<file path="config.mk">
export PLATFORM = sky130hd
export DESIGN_NAME = accel_interrupt_routing
export DESIGN_NICKNAME = d
export VERILOG_FILES = /design/src/accel_irq_pkg.sv /design/src/pin_route_if.sv /design/src/pin_drive.sv /design/src/accel_interrupt_routing.sv
export VERILOG_INCLUDE_DIRS = /design/src
export SDC_FILE = /design/constraint.sdc
export NUM_CORES = 1
export LEC_CHECK = 0
export ABC_AREA = 1
export ABC_CLOCK_PERIOD_IN_PS = 2800
export CELL_PAD_IN_SITES_DETAIL_PLACEMENT = 0
export CELL_PAD_IN_SITES_GLOBAL_PLACEMENT = 2
export CORE_ASPECT_RATIO = 1.2
export CORE_MARGIN = 3
export CORE_UTILIZATION = 39
export DETAILED_ROUTE_END_ITERATION = 10
export DONT_BUFFER_PORTS = 1
export HOLD_SLACK_MARGIN = 0.08
export PLACE_DENSITY = 0.8
export SLEW_MARGIN = 20
export SYNTH_ARGS = -nofsm -noshare
export SYNTH_HDL_FRONTEND = slang
export SYNTH_SLANG_ARGS = --single-unit
</file>
<file path="constraint.sdc">
create_clock -name clock -period 2.8 [get_ports clock]
set_input_delay 0.28 -clock clock [delete_from_list [all_inputs] [get_ports clock]]
set_output_delay 0.28 -clock clock [all_outputs]
set_load 0.03 [all_outputs]
</file>
<file path="src/accel_irq_cfg.svh">
`ifndef ACCEL_IRQ_CFG_SVH
`define ACCEL_IRQ_CFG_SVH

////////////////////////////////////////////////////////////////////////////
// Register offsets
`define ADDR_ENABLE_GRP0 8'h16
`define ADDR_ENABLE_GRP1 8'h17
`define ADDR_ENABLE_GRP2 8'h18
`define ADDR_PIN_A_ROUTE 8'h19
`define ADDR_FIFO_ROUTE 8'h1a
`define ADDR_PIN_B_ROUTE 8'h1b
`define ADDR_SOURCE_SEL 8'h1e
`define ADDR_OUT_CTRL 8'h20

////////////////////////////////////////////////////////////////////////////
// Reset values
`define RST_ZERO 8'h00
`define RST_OUT_CTRL 8'h05

////////////////////////////////////////////////////////////////////////////
// Writable bit masks, reserved bits read as zero
`define MASK_ENABLE_GRP0 8'hf7
`define MASK_ENABLE_GRP1 8'h7f
`define MASK_ENABLE_GRP2 8'h0f
`define MASK_FIFO_ROUTE 8'he7
`define MASK_SOURCE_SEL 8'h3f
`define MASK_OUT_CTRL 8'h0f

////////////////////////////////////////////////////////////////////////////
// Event vector positions (motion events follow the route register bits)
`define EVT_LOWG 0
`define EVT_HIGHG 1
`define EVT_ANYMOTION 2
`define EVT_STILLNESS 3
`define EVT_DOUBLE_TAP 4
`define EVT_SINGLE_TAP 5
`define EVT_ORIENTATION 6
`define EVT_FLAT 7
`define EVT_NEWSAMPLE 8
`define EVT_WATERMARK 9
`define EVT_QUEUE_FULL 10
`define EVT_COUNT 11

////////////////////////////////////////////////////////////////////////////
// Field positions
`define FIFO_A_NEWSAMPLE 0
`define FIFO_A_WATERMARK 1
`define FIFO_A_QUEUE_FULL 2
`define FIFO_B_QUEUE_FULL 5
`define FIFO_B_WATERMARK 6
`define FIFO_B_NEWSAMPLE 7
`define SRC_NEWSAMPLE 5
`define OUT_A_POLARITY 0
`define OUT_A_OPEN_DRAIN 1
`define OUT_B_POLARITY 2
`define OUT_B_OPEN_DRAIN 3
`define STILL_MODE_SEL 3
`define PIN_COUNT 2

`endif

</file>
<file path="src/accel_irq_pkg.sv">
package accel_irq_pkg;
  typedef logic [7:0] reg_byte_t;
  typedef logic [10:0] event_vec_t;
  typedef logic [5:0] source_sel_t;
  typedef enum logic [0:0] {
    PIN_A = 1'b0,
    PIN_B = 1'b1
  } pin_sel_t;
endpackage

</file>
<file path="src/pin_route_if.sv">
`timescale 1ns/100ps
interface pin_route_if;
  accel_irq_pkg::event_vec_t hit [2];
  logic [1:0] polarity;
  logic [1:0] open_drain;
  logic [1:0] active;
  logic [1:0] pin_o;
  logic [1:0] pin_oe;
  modport router (output hit, output polarity, output open_drain,
                  input active, input pin_o, input pin_oe);
  modport driver (input hit, input polarity, input open_drain,
                  output active, output pin_o, output pin_oe);
endinterface

</file>
<file path="src/pin_drive.sv">
`timescale 1ns/100ps
`include "accel_irq_cfg.svh"
module pin_drive (
  input wire logic clock,
  input wire logic rst,
  pin_route_if.driver link
);
  logic [1:0] active_q;
  logic [1:0] pin_q;
  logic [1:0] active_d;
  logic [1:0] pin_d;

  ////////////////////////////////////////////////////////////////////////
  genvar p;
  generate
    for (p = 0; p < `PIN_COUNT; p = p + 1) begin : g_pin
      assign active_d[p] = |link.hit[p];
      assign pin_d[p] = ~(link.polarity[p] ^ active_d[p]);
      // Open drain only ever pulls the line low
      assign link.pin_oe[p] = ~link.open_drain[p] | ~pin_q[p];
    end
  endgenerate

  always_ff @(posedge clock or posedge rst) begin
    if (rst) begin
      active_q <= 2'h0;
      pin_q <= 2'h0;
    end else begin
      active_q <= active_d;
      pin_q <= pin_d;
    end
  end

  assign link.active = active_q;
  assign link.pin_o = pin_q;

  ////////////////////////////////////////////////////////////////////////
  a_level_follows_pol: assert property (
    @(posedge clock) disable iff (rst)
    ##1 pin_q[0] == ($past(link.polarity[0]) ~^ active_q[0]))
    else $error("pin A level does not follow polarity");

  a_any_hit_asserts: assert property (
    @(posedge clock) disable iff (rst)
    (|link.hit[1]) |=> active_q[1])
    else $error("pin B not asserted for a mapped event");

  a_no_hit_quiet: assert property (
    @(posedge clock) disable iff (rst)
    (link.hit[0] == '0) |=> !active_q[0])
    else $error("pin A asserted with no mapped event");
endmodule

</file>
<file path="src/accel_interrupt_routing.sv">
`timescale 1ns/100ps
`include "accel_irq_cfg.svh"

// Overview of operation
// - Flat drives pin A on route A bit 7 and pin B on route B bit 7.
// - Orientation follows route bit 6 of each pin, 1 routed, 0 blocked.
// - Single tap follows route bit 5 of each pin.
// - Double tap follows route bit 4 of each pin.
// - Stillness follows route bit 3 of each pin.
// - Any-motion follows route bit 2 of each pin.
// - High-g follows route bit 1 of each pin.
// - Low-g follows route bit 0 of each pin.
// - New-sample goes to pin B on FIFO route bit 7, pin A on bit 0.
// - Watermark goes to pin B on FIFO route bit 6, pin A on bit 1.
// - Queue full goes to pin B on FIFO route bit 5, pin A on bit 2.
// - Source select bit 5 picks unfiltered (1) samples for new-sample.
// - Source bits 4 to 0 pick unfiltered data per engine, tap to low-g.
// - Only an event whose engine is enabled may reach a pin.
// - Each pin's asserted level follows its polarity bit, 1 high.
module accel_interrupt_routing (
  input wire logic clock,
  input wire logic rst,
  input wire logic [7:0] reg_addr,
  input wire logic [7:0] reg_wdata,
  input wire logic reg_wr,
  input wire logic reg_rd,
  output logic [7:0] reg_rdata,
  input wire logic [10:0] engine_event,
  output logic [10:0] engine_enable,
  output logic stillness_no_motion,
  output logic [5:0] source_unfiltered,
  output logic irq_pin_a_o,
  output logic irq_pin_a_oe,
  output logic irq_pin_b_o,
  output logic irq_pin_b_oe
);
  accel_irq_pkg::reg_byte_t enable0_q;
  accel_irq_pkg::reg_byte_t enable1_q;
  accel_irq_pkg::reg_byte_t enable2_q;
  accel_irq_pkg::reg_byte_t pin_a_motion_route_q;
  accel_irq_pkg::reg_byte_t fifo_data_route_q;
  accel_irq_pkg::reg_byte_t pin_b_motion_route_q;
  accel_irq_pkg::reg_byte_t event_source_select_q;
  accel_irq_pkg::reg_byte_t out_ctrl_q;
  accel_irq_pkg::reg_byte_t rdata_q;
  accel_irq_pkg::reg_byte_t rdata_d;
  accel_irq_pkg::event_vec_t gated;
  accel_irq_pkg::event_vec_t route_a;
  accel_irq_pkg::event_vec_t route_b;

  pin_route_if link ();

  ////////////////////////////////////////////////////////////////////////
  // Register writes, reserved bits are never stored
  wire wr_en0 = reg_wr && (reg_addr == `ADDR_ENABLE_GRP0);
  wire wr_en1 = reg_wr && (reg_addr == `ADDR_ENABLE_GRP1);
  wire wr_en2 = reg_wr && (reg_addr == `ADDR_ENABLE_GRP2);
  wire wr_route_a = reg_wr && (reg_addr == `ADDR_PIN_A_ROUTE);
  wire wr_fifo = reg_wr && (reg_addr == `ADDR_FIFO_ROUTE);
  wire wr_route_b = reg_wr && (reg_addr == `ADDR_PIN_B_ROUTE);
  wire wr_src = reg_wr && (reg_addr == `ADDR_SOURCE_SEL);
  wire wr_out = reg_wr && (reg_addr == `ADDR_OUT_CTRL);

  always_ff @(posedge clock or posedge rst) begin
    if (rst) begin
      enable0_q <= `RST_ZERO;
      enable1_q <= `RST_ZERO;
      enable2_q <= `RST_ZERO;
      pin_a_motion_route_q <= `RST_ZERO;
      fifo_data_route_q <= `RST_ZERO;
      pin_b_motion_route_q <= `RST_ZERO;
      event_source_select_q <= `RST_ZERO;
      out_ctrl_q <= `RST_OUT_CTRL;
    end else begin
      if (wr_en0) enable0_q <= reg_wdata & `MASK_ENABLE_GRP0;
      if (wr_en1) enable1_q <= reg_wdata & `MASK_ENABLE_GRP1;
      if (wr_en2) enable2_q <= reg_wdata & `MASK_ENABLE_GRP2;
      if (wr_route_a) pin_a_motion_route_q <= reg_wdata;
      if (wr_fifo) fifo_data_route_q <= reg_wdata & `MASK_FIFO_ROUTE;
      if (wr_route_b) pin_b_motion_route_q <= reg_wdata;
      if (wr_src) event_source_select_q <= reg_wdata & `MASK_SOURCE_SEL;
      if (wr_out) out_ctrl_q <= reg_wdata & `MASK_OUT_CTRL;
    end
  end

  ////////////////////////////////////////////////////////////////////////
  // Read path, unmapped offsets read zero
  assign rdata_d =
    (reg_addr == `ADDR_ENABLE_GRP0) ? enable0_q :
    (reg_addr == `ADDR_ENABLE_GRP1) ? enable1_q :
    (reg_addr == `ADDR_ENABLE_GRP2) ? enable2_q :
    (reg_addr == `ADDR_PIN_A_ROUTE) ? pin_a_motion_route_q :
    (reg_addr == `ADDR_FIFO_ROUTE) ? fifo_data_route_q :
    (reg_addr == `ADDR_PIN_B_ROUTE) ? pin_b_motion_route_q :
    (reg_addr == `ADDR_SOURCE_SEL) ? event_source_select_q :
    (reg_addr == `ADDR_OUT_CTRL) ? out_ctrl_q : `RST_ZERO;

  always_ff @(posedge clock or posedge rst) begin
    if (rst) begin
      rdata_q <= `RST_ZERO;
    end else if (reg_rd) begin
      rdata_q <= rdata_d;
    end
  end

  assign reg_rdata = rdata_q;

  ////////////////////////////////////////////////////////////////////////
  // Engine enables, multi-axis engines run when any axis is on
  assign engine_enable[`EVT_FLAT] = enable0_q[7];
  assign engine_enable[`EVT_ORIENTATION] = enable0_q[6];
  assign engine_enable[`EVT_SINGLE_TAP] = enable0_q[5];
  assign engine_enable[`EVT_DOUBLE_TAP] = enable0_q[4];
  assign engine_enable[`EVT_ANYMOTION] = |enable0_q[2:0];
  assign engine_enable[`EVT_WATERMARK] = enable1_q[6];
  assign engine_enable[`EVT_QUEUE_FULL] = enable1_q[5];
  assign engine_enable[`EVT_NEWSAMPLE] = enable1_q[4];
  assign engine_enable[`EVT_LOWG] = enable1_q[3];
  assign engine_enable[`EVT_HIGHG] = |enable1_q[2:0];
  assign engine_enable[`EVT_STILLNESS] = |enable2_q[2:0];
  assign stillness_no_motion = enable2_q[`STILL_MODE_SEL];

  assign source_unfiltered = event_source_select_q[5:0];

  assign gated = engine_event & engine_enable;

  ////////////////////////////////////////////////////////////////////////
  // Per-pin route vectors
  assign route_a = {fifo_data_route_q[`FIFO_A_QUEUE_FULL],
                    fifo_data_route_q[`FIFO_A_WATERMARK],
                    fifo_data_route_q[`FIFO_A_NEWSAMPLE],
                    pin_a_motion_route_q};
  assign route_b = {fifo_data_route_q[`FIFO_B_QUEUE_FULL],
                    fifo_data_route_q[`FIFO_B_WATERMARK],
                    fifo_data_route_q[`FIFO_B_NEWSAMPLE],
                    pin_b_motion_route_q};

  assign link.hit[accel_irq_pkg::PIN_A] = gated & route_a;
  assign link.hit[accel_irq_pkg::PIN_B] = gated & route_b;
  assign link.polarity = {out_ctrl_q[`OUT_B_POLARITY],
                          out_ctrl_q[`OUT_A_POLARITY]};
  assign link.open_drain = {out_ctrl_q[`OUT_B_OPEN_DRAIN],
                            out_ctrl_q[`OUT_A_OPEN_DRAIN]};

  pin_drive u_pin_drive (
    .clock(clock),
    .rst(rst),
    .link(link.driver)
  );

  assign irq_pin_a_o = link.pin_o[0];
  assign irq_pin_a_oe = link.pin_oe[0];
  assign irq_pin_b_o = link.pin_o[1];
  assign irq_pin_b_oe = link.pin_oe[1];

  ////////////////////////////////////////////////////////////////////////
  a_flat_route_a: assert property (
    @(posedge clock) disable iff (rst)
    (engine_event[7] && enable0_q[7] && pin_a_motion_route_q[7])
      |=> link.active[0])
    else $error("flat event missing on pin A");

  a_orient_route_b: assert property (
    @(posedge clock) disable iff (rst)
    (engine_event[6] && enable0_q[6] && pin_b_motion_route_q[6])
      |=> link.active[1])
    else $error("orientation event missing on pin B");

  a_orient_blocked_a: assert property (
    @(posedge clock) disable iff (rst)
    (engine_event == 11'h040 && !pin_a_motion_route_q[6])
      |=> !link.active[0])
    else $error("blocked event reached pin A");

  a_stap_route_a: assert property (
    @(posedge clock) disable iff (rst)
    (engine_event[5] && enable0_q[5] && pin_a_motion_route_q[5])
      |=> link.active[0])
    else $error("single tap missing on pin A");

  a_dtap_route_b: assert property (
    @(posedge clock) disable iff (rst)
    (engine_event[4] && enable0_q[4] && pin_b_motion_route_q[4])
      |=> link.active[1])
    else $error("double tap missing on pin B");

  a_still_route_a: assert property (
    @(posedge clock) disable iff (rst)
    (engine_event[3] && enable2_q[0] && pin_a_motion_route_q[3])
      |=> link.active[0])
    else $error("stillness missing on pin A");

  a_slope_route_b: assert property (
    @(posedge clock) disable iff (rst)
    (engine_event[2] && enable0_q[1] && pin_b_motion_route_q[2])
      |=> link.active[1])
    else $error("any-motion missing on pin B");

  a_highg_route_a: assert property (
    @(posedge clock) disable iff (rst)
    (engine_event[1] && enable1_q[2] && pin_a_motion_route_q[1])
      |=> link.active[0])
    else $error("high-g missing on pin A");

  a_lowg_route_b: assert property (
    @(posedge clock) disable iff (rst)
    (engine_event[0] && enable1_q[3] && pin_b_motion_route_q[0])
      |=> link.active[1])
    else $error("low-g missing on pin B");

  a_sample_both_pins: assert property (
    @(posedge clock) disable iff (rst)
    (engine_event[8] && enable1_q[4] && fifo_data_route_q[7]
      && fifo_data_route_q[0]) |=> link.active == 2'h3)
    else $error("new-sample not on both pins");

  a_watermark_pin_b: assert property (
    @(posedge clock) disable iff (rst)
    (engine_event[9] && enable1_q[6] && fifo_data_route_q[6])
      |=> link.active[1])
    else $error("watermark missing on pin B");

  a_qfull_pin_a: assert property (
    @(posedge clock) disable iff (rst)
    (engine_event[10] && enable1_q[5] && fifo_data_route_q[2])
      |=> link.active[0])
    else $error("queue full missing on pin A");

  a_src_sample_sel: assert property (
    @(posedge clock) disable iff (rst)
    wr_src |=> source_unfiltered[5] == $past(reg_wdata[5]))
    else $error("new-sample source not updated");

  a_src_engine_sel: assert property (
    @(posedge clock) disable iff (rst)
    wr_src ##1 !wr_src [*2]
      |-> source_unfiltered[4:0] == $past(reg_wdata[4:0], 2))
    else $error("engine source select not held");

  a_disabled_blocked: assert property (
    @(posedge clock) disable iff (rst)
    (engine_enable == '0) |=> link.active == 2'h0)
    else $error("disabled engine reached a pin");
endmodule

</file>
==> impl_results.md <==
- Status: finished clean
- Min-Delay Path Class: in2reg
- Num Clock Sinks: 60
- FP Rows: 35
- Vias in the first global route: roughly 2600
- Area growth syn-to-layout: 5.784%
- Final Worst Setup Slack: approximately 1.3 ns
- Synth top area cells: dfrtp_1 45%, nand2_1 15%, nand3_1 7.0%, o21ai_2 6.0%, inv_1 3.6%
- Synth Instances: approximately 400
- Worst Path Required: 3.07 ns
- Mean routed wirelength per cell: roughly 19 um
- Antenna violations before repair: 0
- Clock share of power: 39.8%
- Switch share: ~28%
- Crit path max fanout: 3
- Unique cell type count in the Yosys netlist: 29
- Post-Place Cells: roughly 480
- Routed wire length: 9354 um
- CP cell instances: nor2_1 > nand2_1 > and3_1 > nor3_1 > xor2_1
- Area of the multi-input gates: between 0.001 and 0.0015 sq mm
- First-pass GRT wire length: roughly 15000 um
- Worst Tran Pin Value: roughly 0.64 ns
- Worst IR Drop VDD: about 0.00029 V
- Die width: 88.72 um
- Remaining antenna violation count: 0
- Max cap viols: 0
- Area leader, netlist: dfrtp_1
- GR Overflow Total: 0
- Yosys warns: 0
- CTS tree: yes
- Skew-Pair Late Insertion Delay: about 0.35 ns
- DR pass1 iterations: 5
- Power per cell area: between 500 and 600 mW/mm^2
- Crit. End Element: flip-flop
- CTS max path bufs: 2
- Post-synthesis sequential area ratio: ~47%
- Yosys reg bits: 60
- Via density: approximately 5.3
- RSZ-0062 raised after global routing: false
- Crit path launch: enable0_q[0]$_DFFE_PP0P_
- Synthesized Nets: roughly 430
- Reg2reg start: enable0_q[0]$_DFFE_PP0P_
- Die Span Y: about 110 um
- Count leader, synth: nand2_1
- Clk root buf: clkbuf_8
- Flop pwr share: a little over half
- CP Launch Type: flip-flop
- Filler Cell Count: around 830
- Proportion of layout cells with a drive suffix above 1: between 10% and 20%
- Crit-path max cell delay: ~0.4 ns
- Leakage: 1.685 nW
- Placed cell areas: 0.003176 sq mm
- Yosys top cell area share: between 40% and 50%
- H-tree depth: 3
- Largest net degree at the start of global routing: 52
- Post-Place Setup Slack: approximately 1.1 ns
- Clock-pin slew of the registers on the worst-case setup and hold paths: approximately 0.070 ns
- Fin cells: around 500
- Pins over their slew limit: 0
- Worst clock skew: slightly below 0.008 ns
- Slew headroom: between 50% and 60%
- Period utilization: between 50% and 60%
- Worst reg-to-reg path cell count: 5
- Top_reg_cell synth: dfrtp_1
- Final setup fails: 0
- Gr usage total: between 20% and 30%
- Critical path class: reg2reg
- Ant. Diodes: 0
- Worst Path Arrival: 1.81 ns
- Nets: 431
- CP max stage cell: dfrtp_1
- Setup TNS: 0 ns
- Combinational power share: 7.9%
- Gpl congestion: roughly 0.88
- Design Area, Final: around 0.0034 sq mm
- Minimum clock period: ~1.5 ns
- Pint: ~1.3 mW
- Asr flop ratio synth: 100.0%
- Hold Crit Start: reg_rd
- Post-synth top cells: 124 x nand2_1, 58 x dfrtp_1, 45 x nand3_1, 31 x inv_1, 24 x nor2_1
- Max Fclk: roughly 0.65 GHz
- Hold depth: 2
- IO Pins: between 60 and 70
- DRC Markers: 0
- Starting density of the core: 40.85%
- Post-CTS Setup Inserts: 0
- Psw: around 0.52 mW
- Die area: roughly 0.0093 sq mm
- Post-Syn Area: 0.003202 sq mm
- Num CTS Buffers: 9
- Syn_area_per_cell: about 8.0 sq um
- Starting DRC count in detailed routing: about 110
- Post-DP HPWL: a little under 7000 um
- Sequential cell area: roughly 0.0015 sq mm
- Final Hold Vio Count: 0
- Core box area: 0.007839 sq mm
- Routed via count: roughly 2600
- EDFF count, synth: 0
- Number of port buffers: 0
-- sequential cells by signal (all words and copies together), names as in the netlist --
name / count
pin_a_motion_route_q: 8
pin_b_motion_route_q: 8
reg_rdata: 8
enable0_q: 7
enable1_q: 7
event_source_select_q: 6
fifo_data_route_q: 6
enable2_q: 4
out_ctrl_q: 4
u_pin_drive.link.pin_o: 2
-- worst max-delay path, delay by kind of cell, from the launching register on --
kind             cells  cell delay, ns
XOR/XNOR             1            0.16
flip-flops           1            0.40
AND/OR/NAND/NOR      4            0.90
-- repair_timing --
| action | 4_1_cts | 5_1_grt |
|---|---|---|
| hold buffers | 3 | 0 |
| hold endpoints to repair | 49 | 0 |
| gates resized for setup | 0 | 0 |
-- power groups by stage --
stage / registers [mW] / logic [mW] / clock network, mW
after global routing: 0.979 / 0.168 / 0.802
after global placement: 0.989 / 0.145 / 0
after CTS: 0.974 / 0.151 / 0.749
final: 0.974 / 0.147 / 0.740
after floorplan: 0.964 / 0.136 / 0
after detailed placement: 0.990 / 0.146 / 0
-- layout by cell type, fill, tap and decap left out --
cell type,netlist,routed
nor3_1,2,2
clkinv_1,1,1
inv_2,4,4
nand2_4,2,2
a21oi_1,7,7
a21boi_0,1,1
nor2_1,24,24
o21ai_2,22,22
nor2_4,1,1
nand4_1,4,4
dlygate4sd3_1,0,3
nand3_1,45,45
o22a_1,1,1
nand3_2,2,2
inv_1,31,30
nand2_1,124,124
nor2_2,2,2
buf_4,8,2
clkbuf_1,0,3
clkbuf_8,0,12
nand2_2,9,9
dfstp_2,2,2
and3_1,1,1
dfrtp_1,58,58
inv_4,0,1
clkinv_2,1,2
o21ai_0,20,20
nand3b_1,1,1
o21ai_1,17,17
xor2_1,2,2
-- stage by stage --
stage                     utilization (%)  hold WS (ns)  total power [mW]
final                               43.21        0.1455             1.860
after global routing                43.21        0.1686             1.949
after CTS                           43.21        0.1403             1.874
after detailed placement            40.51        0.2950             1.136
after global placement              40.48        0.3997             1.134
after floorplan                         -        0.3896             1.099
-- layout make-up --
type                    instances  share of cell area (%)
multi-input cells             287                   41.30
well taps                      92                   3.399
flip-flops and latches         60                   44.40
clock inverters                 1                  0.1478
repair buffers                  5                   1.330
inverters                      37                   4.211
clock buffers                  15                   5.209
-- final timing paths --
check	endpoint	slack, ns
min reg2reg	enable2_q[1]$_DFFE_PP0P_	0.49
max reg2reg	u_pin_drive.link.pin_o[1]$_DFF_PP0_	1.26
min in group asynchronous	enable2_q[1]$_DFFE_PP0P_	0.51
max	u_pin_drive.link.pin_o[1]$_DFF_PP0_	1.26
min	reg_rdata[6]$_DFFE_PP0P_	0.15
max in group asynchronous	enable0_q[0]$_DFFE_PP0P_	1.71
-- cell families (layout without fill, tap and decap cells) --
kind of cell | after synthesis | after routing | share of synthesized area [%]
simple gates | 217 | 217 | 29.74
buf+inv | 54 | 58 | 9.339
compound gates | 68 | 68 | 13.40
flops | 60 | 60 | 46.97
xor+xnor | 2 | 2 | 0.5472
-- metal layers --
layer	up-vias	routed length, um	track usage, %	share of wire (%)
met5	-	0	0	0
met4	0	199	7.235	2.1
met3	15	654	6.333	7.0
met2	94	4124	30.20	44
met1	1206	4375	30.92	47
li1	1301	-	-	-
Power figures use the tool's default switching activity.
